[src/verilog/pwm16_pkg.sv]
// Package: register map, field positions and reset values of the 16-bit pwm module
package pwm16_pkg;

  // Register byte addresses
  localparam logic [7:0] array_control_addr = 8'h00;
  localparam logic [7:0] module_mode_addr   = 8'h04;
  localparam logic [7:0] compare_low_addr   = 8'h08;
  localparam logic [7:0] compare_high_addr  = 8'h0c;
  localparam logic [7:0] counter_addr       = 8'h10;
  localparam logic [7:0] irq_status_addr    = 8'h14;
  localparam logic [7:0] irq_mask_addr      = 8'h18;

  // Array control fields
  localparam int overflow_flag_bit = 7;
  localparam int counter_run_bit   = 6;
  localparam int event_flag_bit    = 0;

  // Module mode fields
  localparam int wide_pwm_bit     = 7;
  localparam int compare_en_bit   = 6;
  localparam int match_en_bit     = 3;
  localparam int pwm_select_bit   = 1;
  localparam int module_irq_bit   = 0;

  // Interrupt status bits
  localparam int irq_match_bit    = 0;
  localparam int irq_overflow_bit = 1;

  // Reset values and counter maximum
  localparam logic [7:0]  mode_reset    = 8'h00;
  localparam logic [15:0] compare_reset = 16'h0000;
  localparam logic [15:0] counter_reset = 16'h0000;
  localparam logic [15:0] counter_max   = 16'hffff;
  localparam logic        run_reset     = 1'b0;

  // AXI responses
  localparam logic [1:0] resp_okay   = 2'h0;
  localparam logic [1:0] resp_slverr = 2'h2;

  // Register write request carried from the bus slave to the core
  typedef struct packed {
    logic        valid;
    logic [7:0]  addr;
    logic [31:0] data;
    logic [3:0]  strb;
  } reg_write_type;

  // Events raised by the pwm core
  typedef struct packed {
    logic match;
    logic overflow;
  } pwm_event_type;

endpackage

[src/verilog/array_counter.sv]
// Free-running 16-bit array counter with wrap event
`timescale 1ns/10ps
`default_nettype none
module array_counter
(
  // Clock and reset
  input  wire logic        aclk,
  input  wire logic        aresetn,
  // Control
  input  wire logic        run,
  // State
  output logic [15:0]      count,
  output logic             wrap
);

  // One count per clock; wrap from all ones is the overflow
  assign wrap = run && (count == pwm16_pkg::counter_max);

  always_ff @(posedge aclk)
  begin
    if (!aresetn)
      count <= pwm16_pkg::counter_reset;
    else if (run)
      count <= count + 16'h0001;
  end

endmodule
`default_nettype wire

[src/verilog/wide_pwm_output.sv]
// Output stage: set on compare match, clear on counter overflow
`timescale 1ns/10ps
`default_nettype none
module wide_pwm_output
(
  // Clock and reset
  input  wire logic        aclk,
  input  wire logic        aresetn,
  // Inputs
  input  wire logic        active,
  input  wire logic        compare_en,
  input  wire logic        match,
  input  wire logic        wrap,
  // Pin
  output logic             pin
);

  // Set wins when set and wrap coincide: compare 0 then never drops,
  // and compare 0xffff is set at the last count for one high clock
  always_ff @(posedge aclk)
  begin
    if (!aresetn)
      pin <= 1'b0;
    else if (!active || !compare_en)
      pin <= 1'b0;
    else if (match)
      pin <= 1'b1;
    else if (wrap)
      pin <= 1'b0;
  end

endmodule
`default_nettype wire

[src/verilog/counter_array_pwm16_module.sv]
// Top: one counter array module in 16-bit pwm mode with AXI4-Lite registers
//
// How it works
// Compare value sets low time per period
// Counter equals compare drives pin high
// Counter overflow drives pin low
// Mode needs compare, pwm and wide selects
// Match sets event flag when enabled
// Overflow sets counter overflow flag
// Software writes low byte before high
// Low byte write clears compare enable
// High byte write sets compare enable
// Compare zero gives output always high
// Compare 0xffff gives one-clock high time
// Compare enable clear gives output low
// Software updates compare on match interrupts
// Wide mode independent of narrow pwm modes
// Counter increments, wraps all-ones to zero
//
// Design decisions made here: the AXI4-Lite slave port and the register offsets.
`timescale 1ns/10ps
`default_nettype none
module counter_array_pwm16_module
(
  // Clock and reset
  input  wire logic        aclk,
  input  wire logic        aresetn,
  // AXI4-Lite write address
  input  wire logic [7:0]  s_axi_awaddr,
  input  wire logic        s_axi_awvalid,
  output logic             s_axi_awready,
  // AXI4-Lite write data
  input  wire logic [31:0] s_axi_wdata,
  input  wire logic [3:0]  s_axi_wstrb,
  input  wire logic        s_axi_wvalid,
  output logic             s_axi_wready,
  // AXI4-Lite write response
  output logic [1:0]       s_axi_bresp,
  output logic             s_axi_bvalid,
  input  wire logic        s_axi_bready,
  // AXI4-Lite read address
  input  wire logic [7:0]  s_axi_araddr,
  input  wire logic        s_axi_arvalid,
  output logic             s_axi_arready,
  // AXI4-Lite read data
  output logic [31:0]      s_axi_rdata,
  output logic [1:0]       s_axi_rresp,
  output logic             s_axi_rvalid,
  input  wire logic        s_axi_rready,
  // Pin and interrupt
  output logic             pwm_pin_out,
  output logic             irq
);

  logic [7:0]  aw_addr_reg;
  logic        aw_full_reg;
  logic [31:0] w_data_reg;
  logic [3:0]  w_strb_reg;
  logic        w_full_reg;
  logic        bvalid_reg;
  logic [1:0]  bresp_reg;
  logic        rvalid_reg;
  logic [31:0] rdata_reg;
  logic [1:0]  rresp_reg;

  logic [7:0]  module_mode_reg;
  logic [15:0] compare_value_reg;
  logic        counter_run_reg;
  logic        counter_overflow_flag_reg;
  logic        module_event_flag_reg;
  logic [1:0]  irq_status_reg;
  logic [1:0]  irq_mask_reg;

  logic [15:0] count;
  logic        wrap;
  logic        match;
  logic        wide_active;
  logic        compare_enable;
  logic [15:0] count_ahead;
  logic        rise;
  pwm16_pkg::reg_write_type wr;
  pwm16_pkg::pwm_event_type ev;

  // Write channel: address and data taken in either order, one write at a time
  assign s_axi_awready = !aw_full_reg && !bvalid_reg;
  assign s_axi_wready  = !w_full_reg && !bvalid_reg;
  assign s_axi_bvalid  = bvalid_reg;
  assign s_axi_bresp   = bresp_reg;

  always_ff @(posedge aclk)
  begin
    if (!aresetn)
    begin
      aw_full_reg <= 1'b0;
      aw_addr_reg <= 8'h00;
    end
    else if (s_axi_awvalid && s_axi_awready)
    begin
      aw_full_reg <= 1'b1;
      aw_addr_reg <= s_axi_awaddr;
    end
    else if (wr.valid)
      aw_full_reg <= 1'b0;
  end

  always_ff @(posedge aclk)
  begin
    if (!aresetn)
    begin
      w_full_reg <= 1'b0;
      w_data_reg <= 32'h0000_0000;
      w_strb_reg <= 4'h0;
    end
    else if (s_axi_wvalid && s_axi_wready)
    begin
      w_full_reg <= 1'b1;
      w_data_reg <= s_axi_wdata;
      w_strb_reg <= s_axi_wstrb;
    end
    else if (wr.valid)
      w_full_reg <= 1'b0;
  end

  always_comb
  begin
    wr.valid = aw_full_reg && w_full_reg;
    wr.addr  = {aw_addr_reg[7:2], 2'b00};
    wr.data  = w_data_reg;
    wr.strb  = w_strb_reg;
  end

  function automatic logic mapped(input logic [7:0] a);
    mapped = (a == pwm16_pkg::array_control_addr) || (a == pwm16_pkg::module_mode_addr) ||
             (a == pwm16_pkg::compare_low_addr) || (a == pwm16_pkg::compare_high_addr) ||
             (a == pwm16_pkg::counter_addr) || (a == pwm16_pkg::irq_status_addr) ||
             (a == pwm16_pkg::irq_mask_addr);
  endfunction

  always_ff @(posedge aclk)
  begin
    if (!aresetn)
    begin
      bvalid_reg <= 1'b0;
      bresp_reg  <= pwm16_pkg::resp_okay;
    end
    // Unmapped writes are answered with an error and change nothing
    else if (wr.valid)
    begin
      bvalid_reg <= 1'b1;
      bresp_reg  <= mapped(wr.addr) ? pwm16_pkg::resp_okay : pwm16_pkg::resp_slverr;
    end
    else if (s_axi_bready)
      bvalid_reg <= 1'b0;
  end

  // Every writable register fits in one byte, so the upper byte lanes are ignored
  logic wr_lane0;
  assign wr_lane0 = wr.valid && wr.strb[0];

  // Mode register; byte writes to the compare value steer compare enable
  always_ff @(posedge aclk)
  begin
    if (!aresetn)
      module_mode_reg <= pwm16_pkg::mode_reset;
    else if (wr_lane0 && wr.addr == pwm16_pkg::module_mode_addr)
      module_mode_reg <= wr.data[7:0];
    // low byte clears enable
    else if (wr_lane0 && wr.addr == pwm16_pkg::compare_low_addr)
      module_mode_reg[pwm16_pkg::compare_en_bit] <= 1'b0;
    // high byte sets enable
    else if (wr_lane0 && wr.addr == pwm16_pkg::compare_high_addr)
      module_mode_reg[pwm16_pkg::compare_en_bit] <= 1'b1;
  end

  // Bytes stored independently; low-then-high order keeps the output off between them
  // A lone high byte write re-enables with whatever low byte is held
  always_ff @(posedge aclk)
  begin
    if (!aresetn)
      compare_value_reg <= pwm16_pkg::compare_reset;
    else if (wr_lane0 && wr.addr == pwm16_pkg::compare_low_addr)
      compare_value_reg[7:0] <= wr.data[7:0];
    else if (wr_lane0 && wr.addr == pwm16_pkg::compare_high_addr)
      compare_value_reg[15:8] <= wr.data[7:0];
  end

  always_ff @(posedge aclk)
  begin
    if (!aresetn)
      counter_run_reg <= pwm16_pkg::run_reset;
    else if (wr_lane0 && wr.addr == pwm16_pkg::array_control_addr)
      counter_run_reg <= wr.data[pwm16_pkg::counter_run_bit];
  end

  // Stopping the counter freezes the pin at its present level
  // Shared counter
  array_counter u_counter
  (
    .aclk    (aclk),
    .aresetn (aresetn),
    .run     (counter_run_reg),
    .count   (count),
    .wrap    (wrap)
  );

  // Wide mode select
  assign compare_enable = module_mode_reg[pwm16_pkg::compare_en_bit];
  assign wide_active    = compare_enable && module_mode_reg[pwm16_pkg::pwm_select_bit] &&
                          module_mode_reg[pwm16_pkg::wide_pwm_bit];
  // Comparator match, one per count value; it drives the event flag
  assign match = wide_active && counter_run_reg && (count == compare_value_reg);

  // The pin is a flip-flop, so it is set one count early and then stands
  // high from the very clock in which the counter equals the compare value
  // Low for exactly compare clocks per period
  assign count_ahead = count + 16'h0001;
  assign rise        = wide_active && counter_run_reg && (count_ahead == compare_value_reg);

  // Overflow drives low, disabled gives low
  wide_pwm_output u_output
  (
    .aclk       (aclk),
    .aresetn    (aresetn),
    .active     (wide_active),
    .compare_en (compare_enable),
    .match      (rise),
    .wrap       (wrap),
    .pin        (pwm_pin_out)
  );
  // Compare zero: set and wrap coincide, set wins, pin never drops
  // Compare 0xffff: set at the last count, high for one clock
  // Period is always the full 16-bit wrap, no reload from other modes

  always_comb
  begin
    ev.match    = match && module_mode_reg[pwm16_pkg::match_en_bit];
    ev.overflow = wrap;
  end

  // Software may also set a flag by writing a one to it
  logic clr_ctrl;
  assign clr_ctrl = wr_lane0 && wr.addr == pwm16_pkg::array_control_addr;

  // Overflow flag; set wins over a clearing write
  always_ff @(posedge aclk)
  begin
    if (!aresetn)
      counter_overflow_flag_reg <= 1'b0;
    else if (ev.overflow)
      counter_overflow_flag_reg <= 1'b1;
    else if (clr_ctrl)
      counter_overflow_flag_reg <= wr.data[pwm16_pkg::overflow_flag_bit];
  end

  // Match event flag; set wins over a clearing write
  always_ff @(posedge aclk)
  begin
    if (!aresetn)
      module_event_flag_reg <= 1'b0;
    else if (ev.match)
      module_event_flag_reg <= 1'b1;
    else if (clr_ctrl)
      module_event_flag_reg <= wr.data[pwm16_pkg::event_flag_bit];
  end

  // Sticky interrupt status, write one to clear, set wins
  // Overflow is reported whatever the mode; the match needs its enable
  logic [1:0] ev_vec;
  logic [1:0] w1c;
  assign ev_vec = {ev.overflow, ev.match && module_mode_reg[pwm16_pkg::module_irq_bit]};
  assign w1c    = (wr_lane0 && wr.addr == pwm16_pkg::irq_status_addr) ? wr.data[1:0] : 2'b00;

  generate
    for (genvar i = 0; i < 2; i++)
    begin : g_status
      always_ff @(posedge aclk)
      begin
        if (!aresetn)
          irq_status_reg[i] <= 1'b0;
        else if (ev_vec[i])
          irq_status_reg[i] <= 1'b1;
        else if (w1c[i])
          irq_status_reg[i] <= 1'b0;
      end
    end
  endgenerate

  always_ff @(posedge aclk)
  begin
    if (!aresetn)
      irq_mask_reg <= 2'b00;
    else if (wr_lane0 && wr.addr == pwm16_pkg::irq_mask_addr)
      irq_mask_reg <= wr.data[1:0];
  end

  // Match interrupt lets software re-time compare updates
  assign irq = |(irq_status_reg & irq_mask_reg);

  // Read channel: one read at a time, answer one cycle after address
  // Reads have no side effect; flags clear only by writes
  assign s_axi_arready = !rvalid_reg;
  assign s_axi_rvalid  = rvalid_reg;
  assign s_axi_rdata   = rdata_reg;
  assign s_axi_rresp   = rresp_reg;

  logic [7:0] ra;
  assign ra = {s_axi_araddr[7:2], 2'b00};

  always_ff @(posedge aclk)
  begin
    if (!aresetn)
    begin
      rvalid_reg <= 1'b0;
      rdata_reg  <= 32'h0000_0000;
      rresp_reg  <= pwm16_pkg::resp_okay;
    end
    else if (s_axi_arvalid && s_axi_arready)
    begin
      rvalid_reg <= 1'b1;
      rresp_reg  <= pwm16_pkg::resp_okay;
      if (ra == pwm16_pkg::array_control_addr)
        rdata_reg <= {24'h000000, counter_overflow_flag_reg, counter_run_reg, 5'h00, module_event_flag_reg};
      else if (ra == pwm16_pkg::module_mode_addr)
        rdata_reg <= {24'h000000, module_mode_reg};
      else if (ra == pwm16_pkg::compare_low_addr)
        rdata_reg <= {24'h000000, compare_value_reg[7:0]};
      else if (ra == pwm16_pkg::compare_high_addr)
        rdata_reg <= {24'h000000, compare_value_reg[15:8]};
      else if (ra == pwm16_pkg::counter_addr)
        rdata_reg <= {16'h0000, count};
      else if (ra == pwm16_pkg::irq_status_addr)
        rdata_reg <= {30'h0, irq_status_reg};
      else if (ra == pwm16_pkg::irq_mask_addr)
        rdata_reg <= {30'h0, irq_mask_reg};
      else
      begin
        rdata_reg <= 32'h0000_0000;
        rresp_reg <= pwm16_pkg::resp_slverr;
      end
    end
    else if (s_axi_rready)
      rvalid_reg <= 1'b0;
  end

endmodule
`default_nettype wire

[config.mk]
export PLATFORM = sky130hd
export DESIGN_NAME = counter_array_pwm16_module
export DESIGN_NICKNAME = d
export VERILOG_FILES = /design/src/verilog/pwm16_pkg.sv /design/src/verilog/array_counter.sv /design/src/verilog/wide_pwm_output.sv /design/src/verilog/counter_array_pwm16_module.sv
export SDC_FILE = /design/constraint.sdc
export NUM_CORES = 1
export LEC_CHECK = 0
export BUFFER_PORTS_ARGS = -buffer_cell sky130_fd_sc_hd__buf_2
export CORE_AREA = 2 2 96 98
export DETAILED_ROUTE_END_ITERATION = 12
export DIE_AREA = 0 0 98 100
export GPL_TIMING_DRIVEN = 0
export PLACE_DENSITY = 0.84
export SLEW_MARGIN = 25
export SYNTH_ARGS = -nofsm -noshare
export SYNTH_HDL_FRONTEND = slang
export SYNTH_SLANG_ARGS = --single-unit
[constraint.sdc]
create_clock -name aclk -period 2.3 [get_ports aclk]
set_input_delay 0.345 -clock aclk [delete_from_list [all_inputs] [get_ports aclk]]
set_output_delay 0.345 -clock aclk [all_outputs]
set_load 0.1 [all_outputs]
==> reports/metrics.csv <==
stage,metric,value,unit
clock_tree,Worst-Skew Late Latency,0.36,ns
outcome,status,"complete, no violations",
layout,"Area growth, synth to finish",15.1,%
setup_path,CP Max Fanout,7,
sta,"crit path setup slack, layout",0.0999,ns
layout,share of layout cells above drive strength 1,0.181,
synthesis,area share of fa/ha/maj cells after synthesis,0.00277,
synthesis,Post-synth ARST share,0,
routing,vias per cell,5.57,
synthesis,Syn Inst Count,518,
synthesis,Yosys reg bits,85,
layout,"commonest non-fill, non-tap cell in the layout",dfxtp_1,
synthesis,XOR/XNOR share of the synthesized area,0.0813,
floorplanning,core area,0.00889,mm^2
hold_path,Worst Hold End,w_data_reg[3]$_SDFFE_PN0P_,
setup_path,slowest CP cell,or4_1,
synthesis,Synth Area in Simple Gates,0.253,
routing,DR pass1 iterations,5,
global_route,"Remaining Overflow, GRT",0,
power,Pwr Total,0.00311,W
sta,min Tclk post-route,2.20,ns
setup_path,Worst path top cell family by delay,simple AND/OR/NAND/NOR gates,
power,P_leak,2.10,nW
setup_path,FF-to-FF End,u_output.pin$_SDFFE_PP0P_,
sta,final period utilization,0.957,
setup_path,Worst Path Buf+Inv,1,
routing,Antenna Nets Post-Route,0,
floorplanning,std cell rows,35,
synthesis,Post-synth EDFFs,0,
synthesis,Synth Flop Type,dfxtp_1,
setup_path,Startpoint Class,flip-flop,
synthesis,Netlist Area Pre-Place,0.00451,mm^2
synthesis,synthesized area per cell,8.71,um^2
synthesis,Synth top area share,0.377,
synthesis,combinational family with the most area after synthesis,simple AND/OR/NAND/NOR gates,
setup_path,CP Class,flip-flop to flip-flop,
synthesis,top post-synthesis cells by area,"dfxtp_1 38%, mux2i_1 8.2%, nor2b_1 6.7%",
clock_tree,CTS tree,yes,
placed_design,DP Area,0.00498,mm^2
sta,Final Setup Violations,0,
sta,RSZ-0062 raised after global routing,no,
clock_tree,number of setup buffers added after CTS,0,
layout,antenna diode instance count,0,
clock_tree,CTS max path bufs,2,
floorplanning,Die W,98,um
routing,Routed WL,11600,um
clock_tree,root buffer selected by CTS,clkbuf_8,
global_route,vias in the first global route,3689,
global_route,gr usage total,0.237,
layout,Nets,656,
synthesis,"area leader, netlist",dfxtp_1,
setup_path,CP Cell Sequence,ha_2 > and2_1 > buf_4 > a31oi_1 > or4_1 > nor3_1 > nand4_1 > o31ai_2,
setup_path,FF-to-FF path depth,8,
placed_design,Port Buffer Count,50,
hold_path,min-delay src,s_axi_wdata[3],
floorplanning,die height,100,um
setup_path,crit-path max cell delay,0.51,ns
placed_design,pre-CTS setup slack,-0.0543,ns
hold_path,Hold Path Stages,3,
global_route,first-pass GRT wire length,18600,um
synthesis,compound-gate portion of the synthesized area,0.119,
floorplanning,Starting Density,0.507,
clock_tree,H-tree depth,3,
sta,Least-Margin Pin Slew,0.659,ns
floorplanning,top-level port count,102,
clock_tree,clock-pin transition on the worst setup and hold timing paths,0.09,ns
routing,vias after detailed routing,3968,
routing,DRT iter0 DRCs,287,
setup_path,Crit path required time,2.58,ns
hold_path,Hold Crit Class,primary input to flip-flop,
global_route,largest net degree at the start of global routing,16,
setup_path,Worst R2R Start,u_counter.count[1]$_SDFFE_PN0P_,
setup_path,Reg2Reg Setup Slack,0.1,ns
synthesis,mux share of post-synthesis cell area,0.0946,
sta,Slew Limit Fails,0,
layout,final instance area,0.00519,mm^2
synthesis,count of cell types in the netlist,55,
synthesis,register area share after synthesis,0.377,
sta,f_max,0.455,GHz
placed_design,routability cong.,0.963,
sta,relative slew slack,0.561,
routing,detailed-route DRC error count,0,
job,total of max-cap violations,0,
clock_tree,CTS buffer count,9,
floorplanning,die footprint,0.00980,mm^2
power,power density over cell area,599,mW/mm^2
clock_tree,# clock sinks,85,
sta,final setup skew,0.00798,ns
placed_design,Post-DP HPWL,8600,um
sta,Fin. Hold Viols,0,
routing,average wire per standard cell,16.3,um
synthesis,warnings from Yosys,0,
power,peak supply drop,0.000462,V
setup_path,nature of the critical path endpoint,flip-flop,
setup_path,Worst EP arrival,2.48,ns
global_route,initial antenna violation count,0,
layout,most frequent cells in the layout,"82 x dfxtp_1, 58 x buf_2, 52 x nand2_1",
==> metal layers <==
metal	GRT usage	vias to the layer above	part of all wire
met5	0	-	0
met4	0.0951	0	0.027
met3	0.0334	29	0.054
met2	0.412	169	0.49
met1	0.297	1872	0.43
li1	-	1898	-
==> worst register-to-register path: stages (launching register included) <==
cell     delay, ns
dfxtp_2       0.40
ha_2          0.23
and2_1        0.13
buf_4         0.15
a31oi_1       0.08
or4_1         0.51
nor3_1        0.23
nand4_1       0.16
o31ai_2       0.23
==> worst max-delay path by stage <==
stage / start / cells past startpoint / endpoint
6_report: u_counter.count[1]$_SDFFE_PN0P_ / 8 / u_output.pin$_SDFFE_PP0P_
5_1_grt: aw_addr_reg[5]$_SDFFE_PN0P_ / 7 / compare_value_reg[6]$_SDFFE_PN0P_
4_1_cts: u_counter.count[0]$_SDFFE_PN0P_ / 8 / u_output.pin$_SDFFE_PP0P_
3_5_place_dp: u_counter.count[0]$_SDFFE_PN0P_ / 8 / u_output.pin$_SDFFE_PP0P_
3_3_place_gp: u_counter.count[0]$_SDFFE_PN0P_ / 8 / u_output.pin$_SDFFE_PP0P_
2_1_floorplan: s_axi_bvalid$_SDFFE_PN0P_ / 5 / aw_addr_reg[2]$_SDFFE_PN0P_
==> synthesized netlist by cell type, types with 3 or more instances <==
cell type / instances
o21ai_1: 5
a22oi_1: 4
and3_1: 6
nand2b_1: 6
and2_1: 15
buf_2: 8
dfxtp_1: 85
or3_1: 3
xnor2_1: 20
a22o_1: 3
a21boi_1: 24
buf_4: 20
nor2b_1: 48
nor3b_1: 4
nor3_1: 11
nor2_1: 17
clkbuf_1: 26
a21oi_1: 17
nand3_1: 22
o21ai_0: 6
nand4_1: 10
inv_1: 6
nand2_1: 52
a31oi_1: 4
mux2i_1: 37
xor2_1: 20
==> power by group <==
group | total, W | switching (W) | internal [W] | leakage [nW]
clock network | 0.00112 | 0.000577 | 0.000544 | 0.109
logic | 0.000462 | 0.000345 | 0.000117 | 1.30
registers | 0.00153 | 0.0000316 | 0.00150 | 0.690
==> stage by stage <==
stage               setup TNS (ns)  std cells  utilization  hold WS (ns)
global route                     0        712        0.584         0.217
floorplan                        0        535            -         0.435
global placement           -0.0152        696        0.560         0.439
CTS                              0        712        0.584         0.215
detailed placement         -0.0543        696        0.560         0.442
finish                           0        712        0.584         0.216
==> kinds of logic (layout without fill, tap and decap cells) <==
logic type	count (synthesis)	count (layout)
AOI/OAI and AO/OA	79	79
xor gates and xnor gates	41	41
adders and majority gates	1	1
buffers and inverters	61	127
DFF	85	85
muxes	40	40
other	1	18
and+or+nand+nor	210	210
==> final cells by class <==
cell class / count / area, um^2
fillers: 813 / 3700
multi-input cells: 389 / 2570
flip-flops and latches: 85 / 1710
plain buffers: 55 / 299
repair buffers: 50 / 250
well taps: 111 / 139
clock buffers: 10 / 138
clock inverters: 6 / 68.8
inverters: 6 / 22.5
==> what timing repair did <==
item | 4_1_cts | 5_1_grt
resized for setup | 2 | 2
hold buffers | 0 | 0
setup endpoints to repair | 1 | 1
endpoints found under the hold margin | 0 | 0
pin swaps | 0 | 0
Power figures use the tool's default switching activity.
